===== config.mk =====
export PLATFORM = sky130hd
export DESIGN_NAME = gopc_core
export DESIGN_NICKNAME = d
export VERILOG_FILES = /design/src/gopc_pkg.sv /design/src/gopc_queue_mem.sv /design/src/gopc_core.sv
export SDC_FILE = /design/constraint.sdc
export NUM_CORES = 2
export LEC_CHECK = 0
export BUFFER_PORTS_ARGS = -buffer_cell sky130_fd_sc_hd__buf_2
export CAP_MARGIN = 20
export CORE_UTILIZATION = 30
export CTS_CLUSTER_DIAMETER = 100
export DETAILED_ROUTE_END_ITERATION = 8
export PLACE_DENSITY_LB_ADDON = 0.3
export SLEW_MARGIN = 20
export SYNTH_ARGS = -nofsm -noshare
export SYNTH_HDL_FRONTEND = slang
export SYNTH_SLANG_ARGS = --single-unit

===== constraint.sdc =====
create_clock -name ref_clk_i -period 13.87 [get_ports ref_clk_i]
set_input_delay 2.774 -clock ref_clk_i [delete_from_list [all_inputs] [get_ports ref_clk_i]]
set_output_delay 2.774 -clock ref_clk_i [all_outputs]
set_load 0.05 [all_outputs]

===== src/gopc_pkg.sv =====
// gopc_pkg: constants and carrier types of the rate-sensor output path configuration block.
// assumes a 250 MHz core clock and an 8-bit register port driven by a serial-bus front end.
package gopc_pkg;

  // --------------------------------------------------------------------------
  // register offsets
  // --------------------------------------------------------------------------
  localparam logic [7:0] GOPC_ADDR_Y_TRIM_HIGH = 8'h15;
  localparam logic [7:0] GOPC_ADDR_Y_TRIM_LOW = 8'h16;
  localparam logic [7:0] GOPC_ADDR_Z_TRIM_HIGH = 8'h17;
  localparam logic [7:0] GOPC_ADDR_Z_TRIM_LOW = 8'h18;
  localparam logic [7:0] GOPC_ADDR_DIVISOR = 8'h19;
  localparam logic [7:0] GOPC_ADDR_CONFIG = 8'h1A;
  localparam logic [7:0] GOPC_ADDR_RATE_CONFIG = 8'h1B;
  localparam logic [7:0] GOPC_ADDR_QUEUE_STATUS = 8'h70;

  // --------------------------------------------------------------------------
  // field positions and writable masks
  // --------------------------------------------------------------------------
  localparam int GOPC_CFG_QMODE_POS = 6;
  localparam int GOPC_CFG_SYNC_LSB = 3;
  localparam int GOPC_CFG_LPF_LSB = 0;
  localparam int GOPC_RCFG_BYP_LSB = 0;
  localparam logic [7:0] GOPC_CFG_WMASK = 8'h7F;
  localparam logic [7:0] GOPC_RCFG_WMASK = 8'h03;

  // --------------------------------------------------------------------------
  // reset values
  // --------------------------------------------------------------------------
  localparam logic [7:0] GOPC_TRIM_RST = 8'h00;
  localparam logic [7:0] GOPC_DIVISOR_RST = 8'h00;
  localparam logic [7:0] GOPC_CONFIG_RST = 8'h00;
  localparam logic [7:0] GOPC_RATE_CONFIG_RST = 8'h00;

  // --------------------------------------------------------------------------
  // frame-sync tag targets and filter settings
  // --------------------------------------------------------------------------
  localparam logic [2:0] GOPC_SYNC_NONE = 3'h0;
  localparam logic [2:0] GOPC_SYNC_TEMP = 3'h1;
  localparam logic [2:0] GOPC_SYNC_X = 3'h2;
  localparam logic [2:0] GOPC_SYNC_Y = 3'h3;
  localparam logic [2:0] GOPC_SYNC_Z = 3'h4;
  localparam logic [2:0] GOPC_LPF_250HZ = 3'h0;
  localparam logic [2:0] GOPC_LPF_176HZ = 3'h1;
  localparam logic [2:0] GOPC_LPF_92HZ = 3'h2;
  localparam logic [2:0] GOPC_LPF_WIDE = 3'h7;
  localparam logic [1:0] GOPC_BYP_NONE = 2'h0;
  localparam logic [1:0] GOPC_BYP_3281HZ = 2'h2;

  // --------------------------------------------------------------------------
  // timing
  // --------------------------------------------------------------------------
  localparam int GOPC_CLK_HZ = 250000000;
  localparam int GOPC_BASE_RATE_HZ = 1000;
  localparam int GOPC_MID_RATE_HZ = 8000;
  localparam int GOPC_FAST_RATE_HZ = 32000;
  localparam int GOPC_BASE_CYCLES = GOPC_CLK_HZ / GOPC_BASE_RATE_HZ;
  localparam int GOPC_MID_CYCLES = GOPC_CLK_HZ / GOPC_MID_RATE_HZ;
  localparam int GOPC_FAST_CYCLES = GOPC_CLK_HZ / GOPC_FAST_RATE_HZ;

  // --------------------------------------------------------------------------
  // carriers
  // --------------------------------------------------------------------------
  typedef struct packed {
    logic [15:0] temp;
    logic [15:0] x;
    logic [15:0] y;
    logic [15:0] z;
  } gopc_sample_type;

  typedef struct packed {
    logic [7:0] addr;
    logic [7:0] wdata;
    logic wr;
    logic rd;
  } gopc_reg_req_type;

endpackage


===== src/gopc_queue_mem.sv =====
// gopc_queue_mem: sample storage of the output queue, one write and one read port.
// assumes the owner keeps the pointers; read data appear one clock after the read strobe.
`timescale 1ns/1ns
module gopc_queue_mem #(
  parameter int WIDTH = 64,
  parameter int DEPTH = 8,
  parameter int AW = 3
) (
  input wire logic ref_clk_i,
  input wire logic wr_en_i,
  input wire logic [AW-1:0] wr_addr_i,
  input wire logic [WIDTH-1:0] wr_data_i,
  input wire logic rd_en_i,
  input wire logic [AW-1:0] rd_addr_i,
  output logic [WIDTH-1:0] rd_data_o
);

  logic [WIDTH-1:0] mem_ff [DEPTH];

  // --------------------------------------------------------------------------
  // elaboration checks
  // --------------------------------------------------------------------------
  if (WIDTH < 1 || DEPTH < 2 || DEPTH > (1 << AW)) begin : g_bad_size
    $error("gopc_queue_mem: DEPTH must fit AW address bits, WIDTH at least 1");
  end

  // --------------------------------------------------------------------------
  // storage, no reset so it maps onto ram
  // --------------------------------------------------------------------------
  always_ff @(posedge ref_clk_i) begin
    if (wr_en_i) begin
      mem_ff[wr_addr_i] <= wr_data_i;
    end
    if (rd_en_i) begin
      rd_data_o <= mem_ff[rd_addr_i];
    end
  end

endmodule


===== src/gopc_core.sv =====
// gopc_core: output sample path of a three-axis rate sensor: filter choice, user trim,
// output rate divider, frame-sync tagging and the sample queue with its full policy.
// assumes raw samples and x trim come from logic on ref_clk_i; frame_sync_input_i is a pin.
//
// Function
// - add signed 16-bit trim before output register
// - trim high byte bits 15:8, low 7:0
// - output rate is base over divisor plus one
// - divisor base rate is one kilohertz
// - divisor only with bypass 00, setting 1..6
// - divided strobe refreshes outputs and pushes queue
// - full queue: mode 1 drops, 0 overwrites oldest
// - sync select tags bit 0 of chosen word
// - sync latched on toggle, held until strobe
// - lowpass setting used only with bypass bits 00
// - bypass bits run 32 kHz wide paths
// - settings 0,1,2,7 pick bandwidth and rate
// - bypass bits at rate config bits 1:0
`timescale 1ns/1ns
module gopc_core
  import gopc_pkg::*;
#(
  parameter int BASE_CYCLES = GOPC_BASE_CYCLES,
  parameter int MID_CYCLES = GOPC_MID_CYCLES,
  parameter int FAST_CYCLES = GOPC_FAST_CYCLES,
  parameter int QDEPTH = 8
) (
  input wire logic ref_clk_i,
  input wire logic rst_n_i,
  input wire gopc_reg_req_type reg_req_i,
  output logic [7:0] reg_rdata_o,
  input wire gopc_sample_type raw_sample_i,
  input wire logic [15:0] x_rate_trim_i,
  input wire logic frame_sync_input_i,
  output gopc_sample_type rate_out_o,
  output logic sample_strobe_o,
  input wire logic queue_pop_i,
  output gopc_sample_type queue_data_o,
  output logic queue_data_valid_o,
  output logic queue_empty_o,
  output logic queue_full_o
);

  localparam int QAW = $clog2(QDEPTH);
  localparam int CW = $clog2(BASE_CYCLES + 1);

  // --------------------------------------------------------------------------
  // elaboration checks
  // --------------------------------------------------------------------------
  if (QDEPTH < 2 || (1 << QAW) != QDEPTH) begin : g_bad_depth
    $error("gopc_core: QDEPTH must be a power of two, at least 2");
  end
  if (FAST_CYCLES < 1 || MID_CYCLES < FAST_CYCLES || BASE_CYCLES < MID_CYCLES) begin : g_bad_rate
    $error("gopc_core: rate periods must satisfy 1 <= fast <= mid <= base");
  end

  typedef struct packed {
    logic [7:0] y_trim_high;
    logic [7:0] y_trim_low;
    logic [7:0] z_trim_high;
    logic [7:0] z_trim_low;
    logic [7:0] divisor;
    logic [7:0] config_reg;
    logic [7:0] rate_config;
    logic [7:0] rdata;
    logic [CW-1:0] base_cnt;
    logic [CW-1:0] mid_cnt;
    logic [CW-1:0] fast_cnt;
    logic [7:0] div_cnt;
    logic [2:0] sync_pipe;
    logic sync_held;
    logic sync_value;
    gopc_sample_type filt;
    gopc_sample_type out;
    logic strobe;
    logic [QAW-1:0] wr_ptr;
    logic [QAW-1:0] rd_ptr;
    logic [QAW:0] count;
    logic qvalid;
  } gopc_state_type;

  gopc_state_type st_ff;
  gopc_state_type nxt_st;

  // --------------------------------------------------------------------------
  // helpers
  // --------------------------------------------------------------------------
  // one first-order lowpass step; the shift sets the corner relative to the update rate
  function automatic logic [15:0] lpf_step(input logic [15:0] acc, input logic [15:0] smp,
                                           input logic [2:0] shift);
    logic signed [16:0] diff;
    logic signed [16:0] step;
    diff = $signed({smp[15], smp}) - $signed({acc[15], acc});
    step = diff >>> shift;
    return acc + step[15:0];
  endfunction

  // free-running period counter, wraps at the given period
  function automatic logic [CW-1:0] period_next(input logic [CW-1:0] cnt, input int period);
    if (cnt >= CW'(period - 1)) begin
      return '0;
    end
    return cnt + CW'(1);
  endfunction

  // --------------------------------------------------------------------------
  // queue storage
  // --------------------------------------------------------------------------
  logic q_push;
  logic q_pop;

  gopc_queue_mem #(
    .WIDTH($bits(gopc_sample_type)),
    .DEPTH(QDEPTH),
    .AW(QAW)
  ) u_queue_mem (
    .ref_clk_i(ref_clk_i),
    .wr_en_i(q_push),
    .wr_addr_i(st_ff.wr_ptr),
    .wr_data_i(nxt_st.out),
    .rd_en_i(q_pop),
    .rd_addr_i(st_ff.rd_ptr),
    .rd_data_o(queue_data_o)
  );

  // --------------------------------------------------------------------------
  // next state
  // --------------------------------------------------------------------------
  logic [1:0] byp;
  logic [2:0] lpf;
  logic [2:0] sync_sel;
  logic qmode;
  logic tick_base;
  logic tick_mid;
  logic tick_fast;
  logic path_tick;
  logic div_active;
  logic [2:0] shift;
  logic sync_toggle;
  logic tag_bit;
  logic q_full;
  logic [15:0] y_trim;
  logic [15:0] z_trim;

  always_comb begin
    nxt_st = st_ff;
    byp = st_ff.rate_config[GOPC_RCFG_BYP_LSB +: 2];
    lpf = st_ff.config_reg[GOPC_CFG_LPF_LSB +: 3];
    sync_sel = st_ff.config_reg[GOPC_CFG_SYNC_LSB +: 3];
    qmode = st_ff.config_reg[GOPC_CFG_QMODE_POS];
    y_trim = {st_ff.y_trim_high, st_ff.y_trim_low};
    z_trim = {st_ff.z_trim_high, st_ff.z_trim_low};

    // rate ticks; the 32 kHz period rounds down since the clock does not divide evenly
    tick_base = (st_ff.base_cnt == '0);
    tick_mid = (st_ff.mid_cnt == '0);
    tick_fast = (st_ff.fast_cnt == '0);
    nxt_st.base_cnt = period_next(st_ff.base_cnt, BASE_CYCLES);
    nxt_st.mid_cnt = period_next(st_ff.mid_cnt, MID_CYCLES);
    nxt_st.fast_cnt = period_next(st_ff.fast_cnt, FAST_CYCLES);

    // filter path and its internal rate
    shift = 3'h0;
    path_tick = tick_base;
    if (byp[0]) begin
      path_tick = tick_fast;
    end else if (byp == GOPC_BYP_3281HZ) begin
      path_tick = tick_fast;
      shift = 3'h1;
    end else begin
      case (lpf)
        GOPC_LPF_250HZ: begin
          path_tick = tick_mid;
          shift = 3'h2;
        end
        GOPC_LPF_176HZ: begin
          path_tick = tick_base;
          shift = 3'h1;
        end
        GOPC_LPF_92HZ: begin
          path_tick = tick_base;
          shift = 3'h2;
        end
        GOPC_LPF_WIDE: begin
          path_tick = tick_mid;
          shift = 3'h1;
        end
        default: begin
          path_tick = tick_base;
          shift = 3'h2;
        end
      endcase
    end
    if (path_tick) begin
      if (byp[0]) begin
        nxt_st.filt = raw_sample_i;
      end else begin
        nxt_st.filt.temp = lpf_step(st_ff.filt.temp, raw_sample_i.temp, shift);
        nxt_st.filt.x = lpf_step(st_ff.filt.x, raw_sample_i.x, shift);
        nxt_st.filt.y = lpf_step(st_ff.filt.y, raw_sample_i.y, shift);
        nxt_st.filt.z = lpf_step(st_ff.filt.z, raw_sample_i.z, shift);
      end
    end

    // output rate divider, ignored outside bypass 00 and setting 1..6
    div_active = (byp == GOPC_BYP_NONE) && (lpf != 3'h0) && (lpf != 3'h7);
    nxt_st.strobe = 1'b0;
    if (!div_active) begin
      nxt_st.div_cnt = 8'h00;
      nxt_st.strobe = path_tick;
    end else if (tick_base) begin
      nxt_st.strobe = (st_ff.div_cnt == 8'h00);
      nxt_st.div_cnt = (st_ff.div_cnt >= st_ff.divisor) ? 8'h00 : st_ff.div_cnt + 8'h01;
    end

    // frame sync: three-stage pin sampler, change accepted when last two agree
    nxt_st.sync_pipe = {st_ff.sync_pipe[1:0], frame_sync_input_i};
    sync_toggle = (st_ff.sync_pipe[2] == st_ff.sync_pipe[1]) && (st_ff.sync_pipe[1] != st_ff.sync_value);
    if (st_ff.strobe) begin
      nxt_st.sync_held = 1'b0;
    end
    if (sync_toggle && !st_ff.sync_held) begin
      nxt_st.sync_value = st_ff.sync_pipe[1];
      nxt_st.sync_held = 1'b1;
    end
    tag_bit = st_ff.sync_value;

    // output registers refresh on the divided strobe
    if (st_ff.strobe) begin
      nxt_st.out.temp = st_ff.filt.temp;
      nxt_st.out.x = st_ff.filt.x + x_rate_trim_i;
      nxt_st.out.y = st_ff.filt.y + y_trim;
      nxt_st.out.z = st_ff.filt.z + z_trim;
      case (sync_sel)
        GOPC_SYNC_TEMP: nxt_st.out.temp[0] = tag_bit;
        GOPC_SYNC_X: nxt_st.out.x[0] = tag_bit;
        GOPC_SYNC_Y: nxt_st.out.y[0] = tag_bit;
        GOPC_SYNC_Z: nxt_st.out.z[0] = tag_bit;
        default: nxt_st.out.temp = st_ff.filt.temp;
      endcase
    end

    // queue: pop frees a slot in the same cycle, so push then never sees it full
    q_pop = queue_pop_i && (st_ff.count != '0);
    q_full = (st_ff.count == (QAW + 1)'(QDEPTH)) && !q_pop;
    q_push = st_ff.strobe && !(q_full && qmode);
    nxt_st.qvalid = q_pop;
    if (q_pop) begin
      nxt_st.rd_ptr = st_ff.rd_ptr + QAW'(1);
    end
    if (q_push) begin
      nxt_st.wr_ptr = st_ff.wr_ptr + QAW'(1);
      if (q_full) begin
        nxt_st.rd_ptr = st_ff.rd_ptr + QAW'(1);
      end
    end
    nxt_st.count = st_ff.count + (QAW + 1)'(q_push && !q_full) - (QAW + 1)'(q_pop);

    // register port: writes, then registered read data for one cycle
    if (reg_req_i.wr) begin
      case (reg_req_i.addr)
        GOPC_ADDR_Y_TRIM_HIGH: nxt_st.y_trim_high = reg_req_i.wdata;
        GOPC_ADDR_Y_TRIM_LOW: nxt_st.y_trim_low = reg_req_i.wdata;
        GOPC_ADDR_Z_TRIM_HIGH: nxt_st.z_trim_high = reg_req_i.wdata;
        GOPC_ADDR_Z_TRIM_LOW: nxt_st.z_trim_low = reg_req_i.wdata;
        GOPC_ADDR_DIVISOR: nxt_st.divisor = reg_req_i.wdata;
        GOPC_ADDR_CONFIG: nxt_st.config_reg = reg_req_i.wdata & GOPC_CFG_WMASK;
        GOPC_ADDR_RATE_CONFIG: nxt_st.rate_config = reg_req_i.wdata & GOPC_RCFG_WMASK;
        default: nxt_st.divisor = st_ff.divisor;
      endcase
    end
    nxt_st.rdata = 8'h00;
    if (reg_req_i.rd) begin
      case (reg_req_i.addr)
        GOPC_ADDR_Y_TRIM_HIGH: nxt_st.rdata = st_ff.y_trim_high;
        GOPC_ADDR_Y_TRIM_LOW: nxt_st.rdata = st_ff.y_trim_low;
        GOPC_ADDR_Z_TRIM_HIGH: nxt_st.rdata = st_ff.z_trim_high;
        GOPC_ADDR_Z_TRIM_LOW: nxt_st.rdata = st_ff.z_trim_low;
        GOPC_ADDR_DIVISOR: nxt_st.rdata = st_ff.divisor;
        GOPC_ADDR_CONFIG: nxt_st.rdata = st_ff.config_reg;
        GOPC_ADDR_RATE_CONFIG: nxt_st.rdata = st_ff.rate_config;
        GOPC_ADDR_QUEUE_STATUS: nxt_st.rdata = 8'(st_ff.count);
        default: nxt_st.rdata = 8'h00;
      endcase
    end
  end

  // --------------------------------------------------------------------------
  // state register
  // --------------------------------------------------------------------------
  always_ff @(posedge ref_clk_i) begin
    if (!rst_n_i) begin
      st_ff <= '0;
      st_ff.y_trim_high <= GOPC_TRIM_RST;
      st_ff.y_trim_low <= GOPC_TRIM_RST;
      st_ff.z_trim_high <= GOPC_TRIM_RST;
      st_ff.z_trim_low <= GOPC_TRIM_RST;
      st_ff.divisor <= GOPC_DIVISOR_RST;
      st_ff.config_reg <= GOPC_CONFIG_RST;
      st_ff.rate_config <= GOPC_RATE_CONFIG_RST;
    end else begin
      st_ff <= nxt_st;
    end
  end

  // --------------------------------------------------------------------------
  // outputs
  // --------------------------------------------------------------------------
  assign reg_rdata_o = st_ff.rdata;
  assign rate_out_o = st_ff.out;
  assign sample_strobe_o = st_ff.strobe;
  assign queue_data_valid_o = st_ff.qvalid;
  assign queue_empty_o = (st_ff.count == '0);
  assign queue_full_o = (st_ff.count == (QAW + 1)'(QDEPTH));

endmodule


==> impl_metrics.csv <==
group,metric,value,unit
clock_tree,cts_tree,"built",
logic_synthesis,synth.area.top_cells,"edfxtp_1, dfxtp_1, mux4_2",
drt,firstDrtPassIters,5,
floorplanning,initial_core_util,0.3036,
global_routing,grt_pass1_vias,27230,
logic_synthesis,synth_cells,3414,
drt,routed_via_density,5.010,
hold_path,hp-class,"flop to flop",
timing,period_share,0.4795,
worst_setup_path,worstPathArrival,7200,ps
floorplanning,io_pins,242,
global_routing,grt-ovfl-total,0,
timing,timing.slew.headroom,0.3130,
pwr,p_leak,17.53,nW
clock_tree,cts-root-buf,"clkbuf_16",
global_routing,antenna_found_initial,34,
floorplanning,die_x,375.9,um
placement,portBuffers,241,
clock_tree,h-tree-depth,3,
drt,ant_nets,0,
logic_synthesis,synth.distinct_cells,84,
logic_synthesis,synth_commonest_cells,"edfxtp_1, nor2_1, dfxtp_1, nand2_1, ha_1",
run_status,status,"completed",
drt,drc,0,
placement,routabilityCongestion,0.8424,
logic_synthesis,ys_ff_latch,840,
timing,maxSlewViolCount,0,
floorplanning,die-area,141300,sq um
drt,drtIter0Drc,2216,
pwr,power,7.133,mW
global_routing,grt_max_degree,148,
logic_synthesis,async_flop_share,0,
global_routing,grt_use_total,0.1682,
clock_tree,cts_resized,0,
cells_and_area,fin_nets,3905,
clock_tree,clock-sinks,840,
timing,hold_viol,0,
timing,rsz0062_at_grt,"no",
clock_tree,cts_setup_buffers,0,
timing,finalClockSkew,75.77,ps
worst_setup_path,critPathLaunchType,"primary input",
placement,dp_hpwl,81580,um
logic_synthesis,ys_seq_area_frac,0.5384,
global_routing,grt_pass1_wl,176900,um
clock_tree,hold_buffers,0,
floorplanning,rows,136,
clock_tree,worst_skew_pair.late_latency,720,ps
logic_synthesis,synth-edff-count,576,
logic_synthesis,ys_warn_count,0,
logic_synthesis,yosysTopAreaCell,"edfxtp_1",
floorplanning,core,138200,sq um
drt,top_layer_used,"met5",
clock_tree,cts.path.max_buffers,3,
cells_and_area,fin_util,0.3487,
drt,dr_wl_met2,53150,um
clock_tree,clk_pin_slew,70,ps
timing,fin_crit,6651,ps
logic_synthesis,synth_top_area_share,0.4124,
floorplanning,die_h,375.9,um
worst_setup_path,cp-end-kind,"flop",
clock_tree,cts-buffers-inserted,95,
cells_and_area,drive_gt1_frac,0.1995,
logic_synthesis,ys.flop_type,"edfxtp_1",
pwr,p_per_area,148.0,nW/um^2
timing,tns,0,ps
logic_synthesis,synth_most_common_cell,"edfxtp_1",
logic_synthesis,avgSynthCellArea,12.29,sq um
drt,drt-met1-wl,54650,um
timing,fmax,150.4,MHz
pwr,max-vdd-ir-drop,0.00009085,V
worst_setup_path,critPathKind,"primary input to flop",
placement,placed_cell_area,44800,sq um
drt,wl_met3,8894,um
drt,wl,120300,um
cells_and_area,areaGrowthSynthToFinish,14.88,%
job,max_cap_viol_count,0,
cells_and_area,final_cell_area,48190,sq um
drt,vias,27780,
timing,holdWs,431.0,ps
worst_setup_path,crit_fanout,5,
timing,worst_pin_slew,1020,ps
worst_setup_path,crit_required,14420,ps
logic_synthesis,netlist_area,41940,sq um
timing,setup_viol,0,
drt,wl_per_cell,21.69,um
-- layer usage --
metal / vias up / global-route usage
met5: - / 0
met4: 28 / 0.05529
met3: 196 / 0.03811
met2: 773 / 0.2587
met1: 13700 / 0.2329
li1: 13090 / -
-- cells by family after synthesis --
kind of cell	count (synthesis)	synth area share
buf+inv	346	0.03950
fa+ha+maj	212	0.06539
flops	840	0.5384
other cells	1	0.00008941
mux	333	0.1212
xor+xnor	171	0.03571
compound gates	637	0.1019
simple gates	874	0.09779
-- power breakdown --
part	leakage (nW)	switching, mW	internal, mW
Clock	1.62	1.10	1.57
Combinational	8.66	0.942	0.629
Sequential	7.25	0.0928	2.80
Total	17.5	2.14	4.99
-- stage by stage --
step                      setup slack [ps]  instances
after detailed placement              6544       5357
after CTS                             7302       5537
final                                 7219       5546
after floorplan                      957.4       3421
after global placement                6617       5356
after global routing                  6779       5538
-- critical path, cell delays in order --
cell,delay (ps)
buf_2,90
inv_1,30
ha_1,220
fa_1,410
nor2b_1,180
o31a_1,240
o21ai_0,180
inv_1,100
a21oi_1,70
xnor2_1,270
nand2_1,90
a2bb2oi_1,240
ha_1,270
a21o_1,200
o41ai_1,740
o221ai_1,370
o311ai_0,470
xor2_1,180
o22ai_1,80
-- cells in the final DEF (no fill, tap or decap), types with 11 or more instances in the layout --
master	synthesis	routed
clkbuf_16	0	98
inv_1	138	138
clkbuf_1	97	17
nor2_1	313	310
o31a_1	11	11
clkinv_2	0	18
mux2_2	110	110
dfxtp_1	264	259
and3_1	31	31
o21a_1	32	32
fa_1	12	12
nand4_1	21	21
mux4_2	129	129
nand2_1	201	201
or3_1	20	20
o21ai_0	132	131
o31ai_1	15	12
xnor2_1	101	101
nor3_1	68	64
and2_1	75	75
xor2_1	70	70
ha_1	200	200
mux2i_1	94	94
edfxtp_1	576	576
buf_4	74	39
nor2b_1	22	21
a221oi_1	11	11
nand2b_1	19	19
buf_2	4	240
a21o_1	38	38
a31oi_1	29	29
o211ai_1	24	24
bufinv_16	0	13
nand3_1	57	57
a211oi_1	72	72
a21oi_1	149	149
-- sequential cells by signal (all words and copies together), names as in the netlist, 2 cells and up --
| signal | cells |
|---|---|
| byp | 2 |
| u_queue_mem.rd_data_o | 64 |
| lpf | 3 |
| nxt_st | 2 |
| reg_rdata_o | 8 |
| rate_out_o | 64 |
| u_queue_mem.mem_ff | 512 |
| st_ff | 181 |
-- final timing paths --
kind,startpoint,endpoint,slack (ps),depth (start not counted)
worst max-delay path,raw_sample_i[32],st_ff[123]$_SDFFE_PN0P_,7220,19
worst min-delay path,nxt_st[143]$_SDFF_PN0_,nxt_st[144]$_SDFF_PN0_,430,1
worst min register to register,nxt_st[143]$_SDFF_PN0_,nxt_st[144]$_SDFF_PN0_,430,1
worst max register to register,lpf[2]$_SDFFE_PN0P_,st_ff[123]$_SDFFE_PN0P_,8700,15
-- area by class of cell --
cell class                      count  area (sq um)
Antenna cell                        9         22.52
Clock buffer                      116          2530
Clock inverter                     64         814.5
Fill cell                       13670         89990
Inverter                          139         524.3
Multi-Input combinational cell   2235         17850
Sequential cell                   840         22600
Tap cell                         1863          2331
Timing Repair Buffer              280          1514
Note: power is estimated with default switching activity, not from simulation.
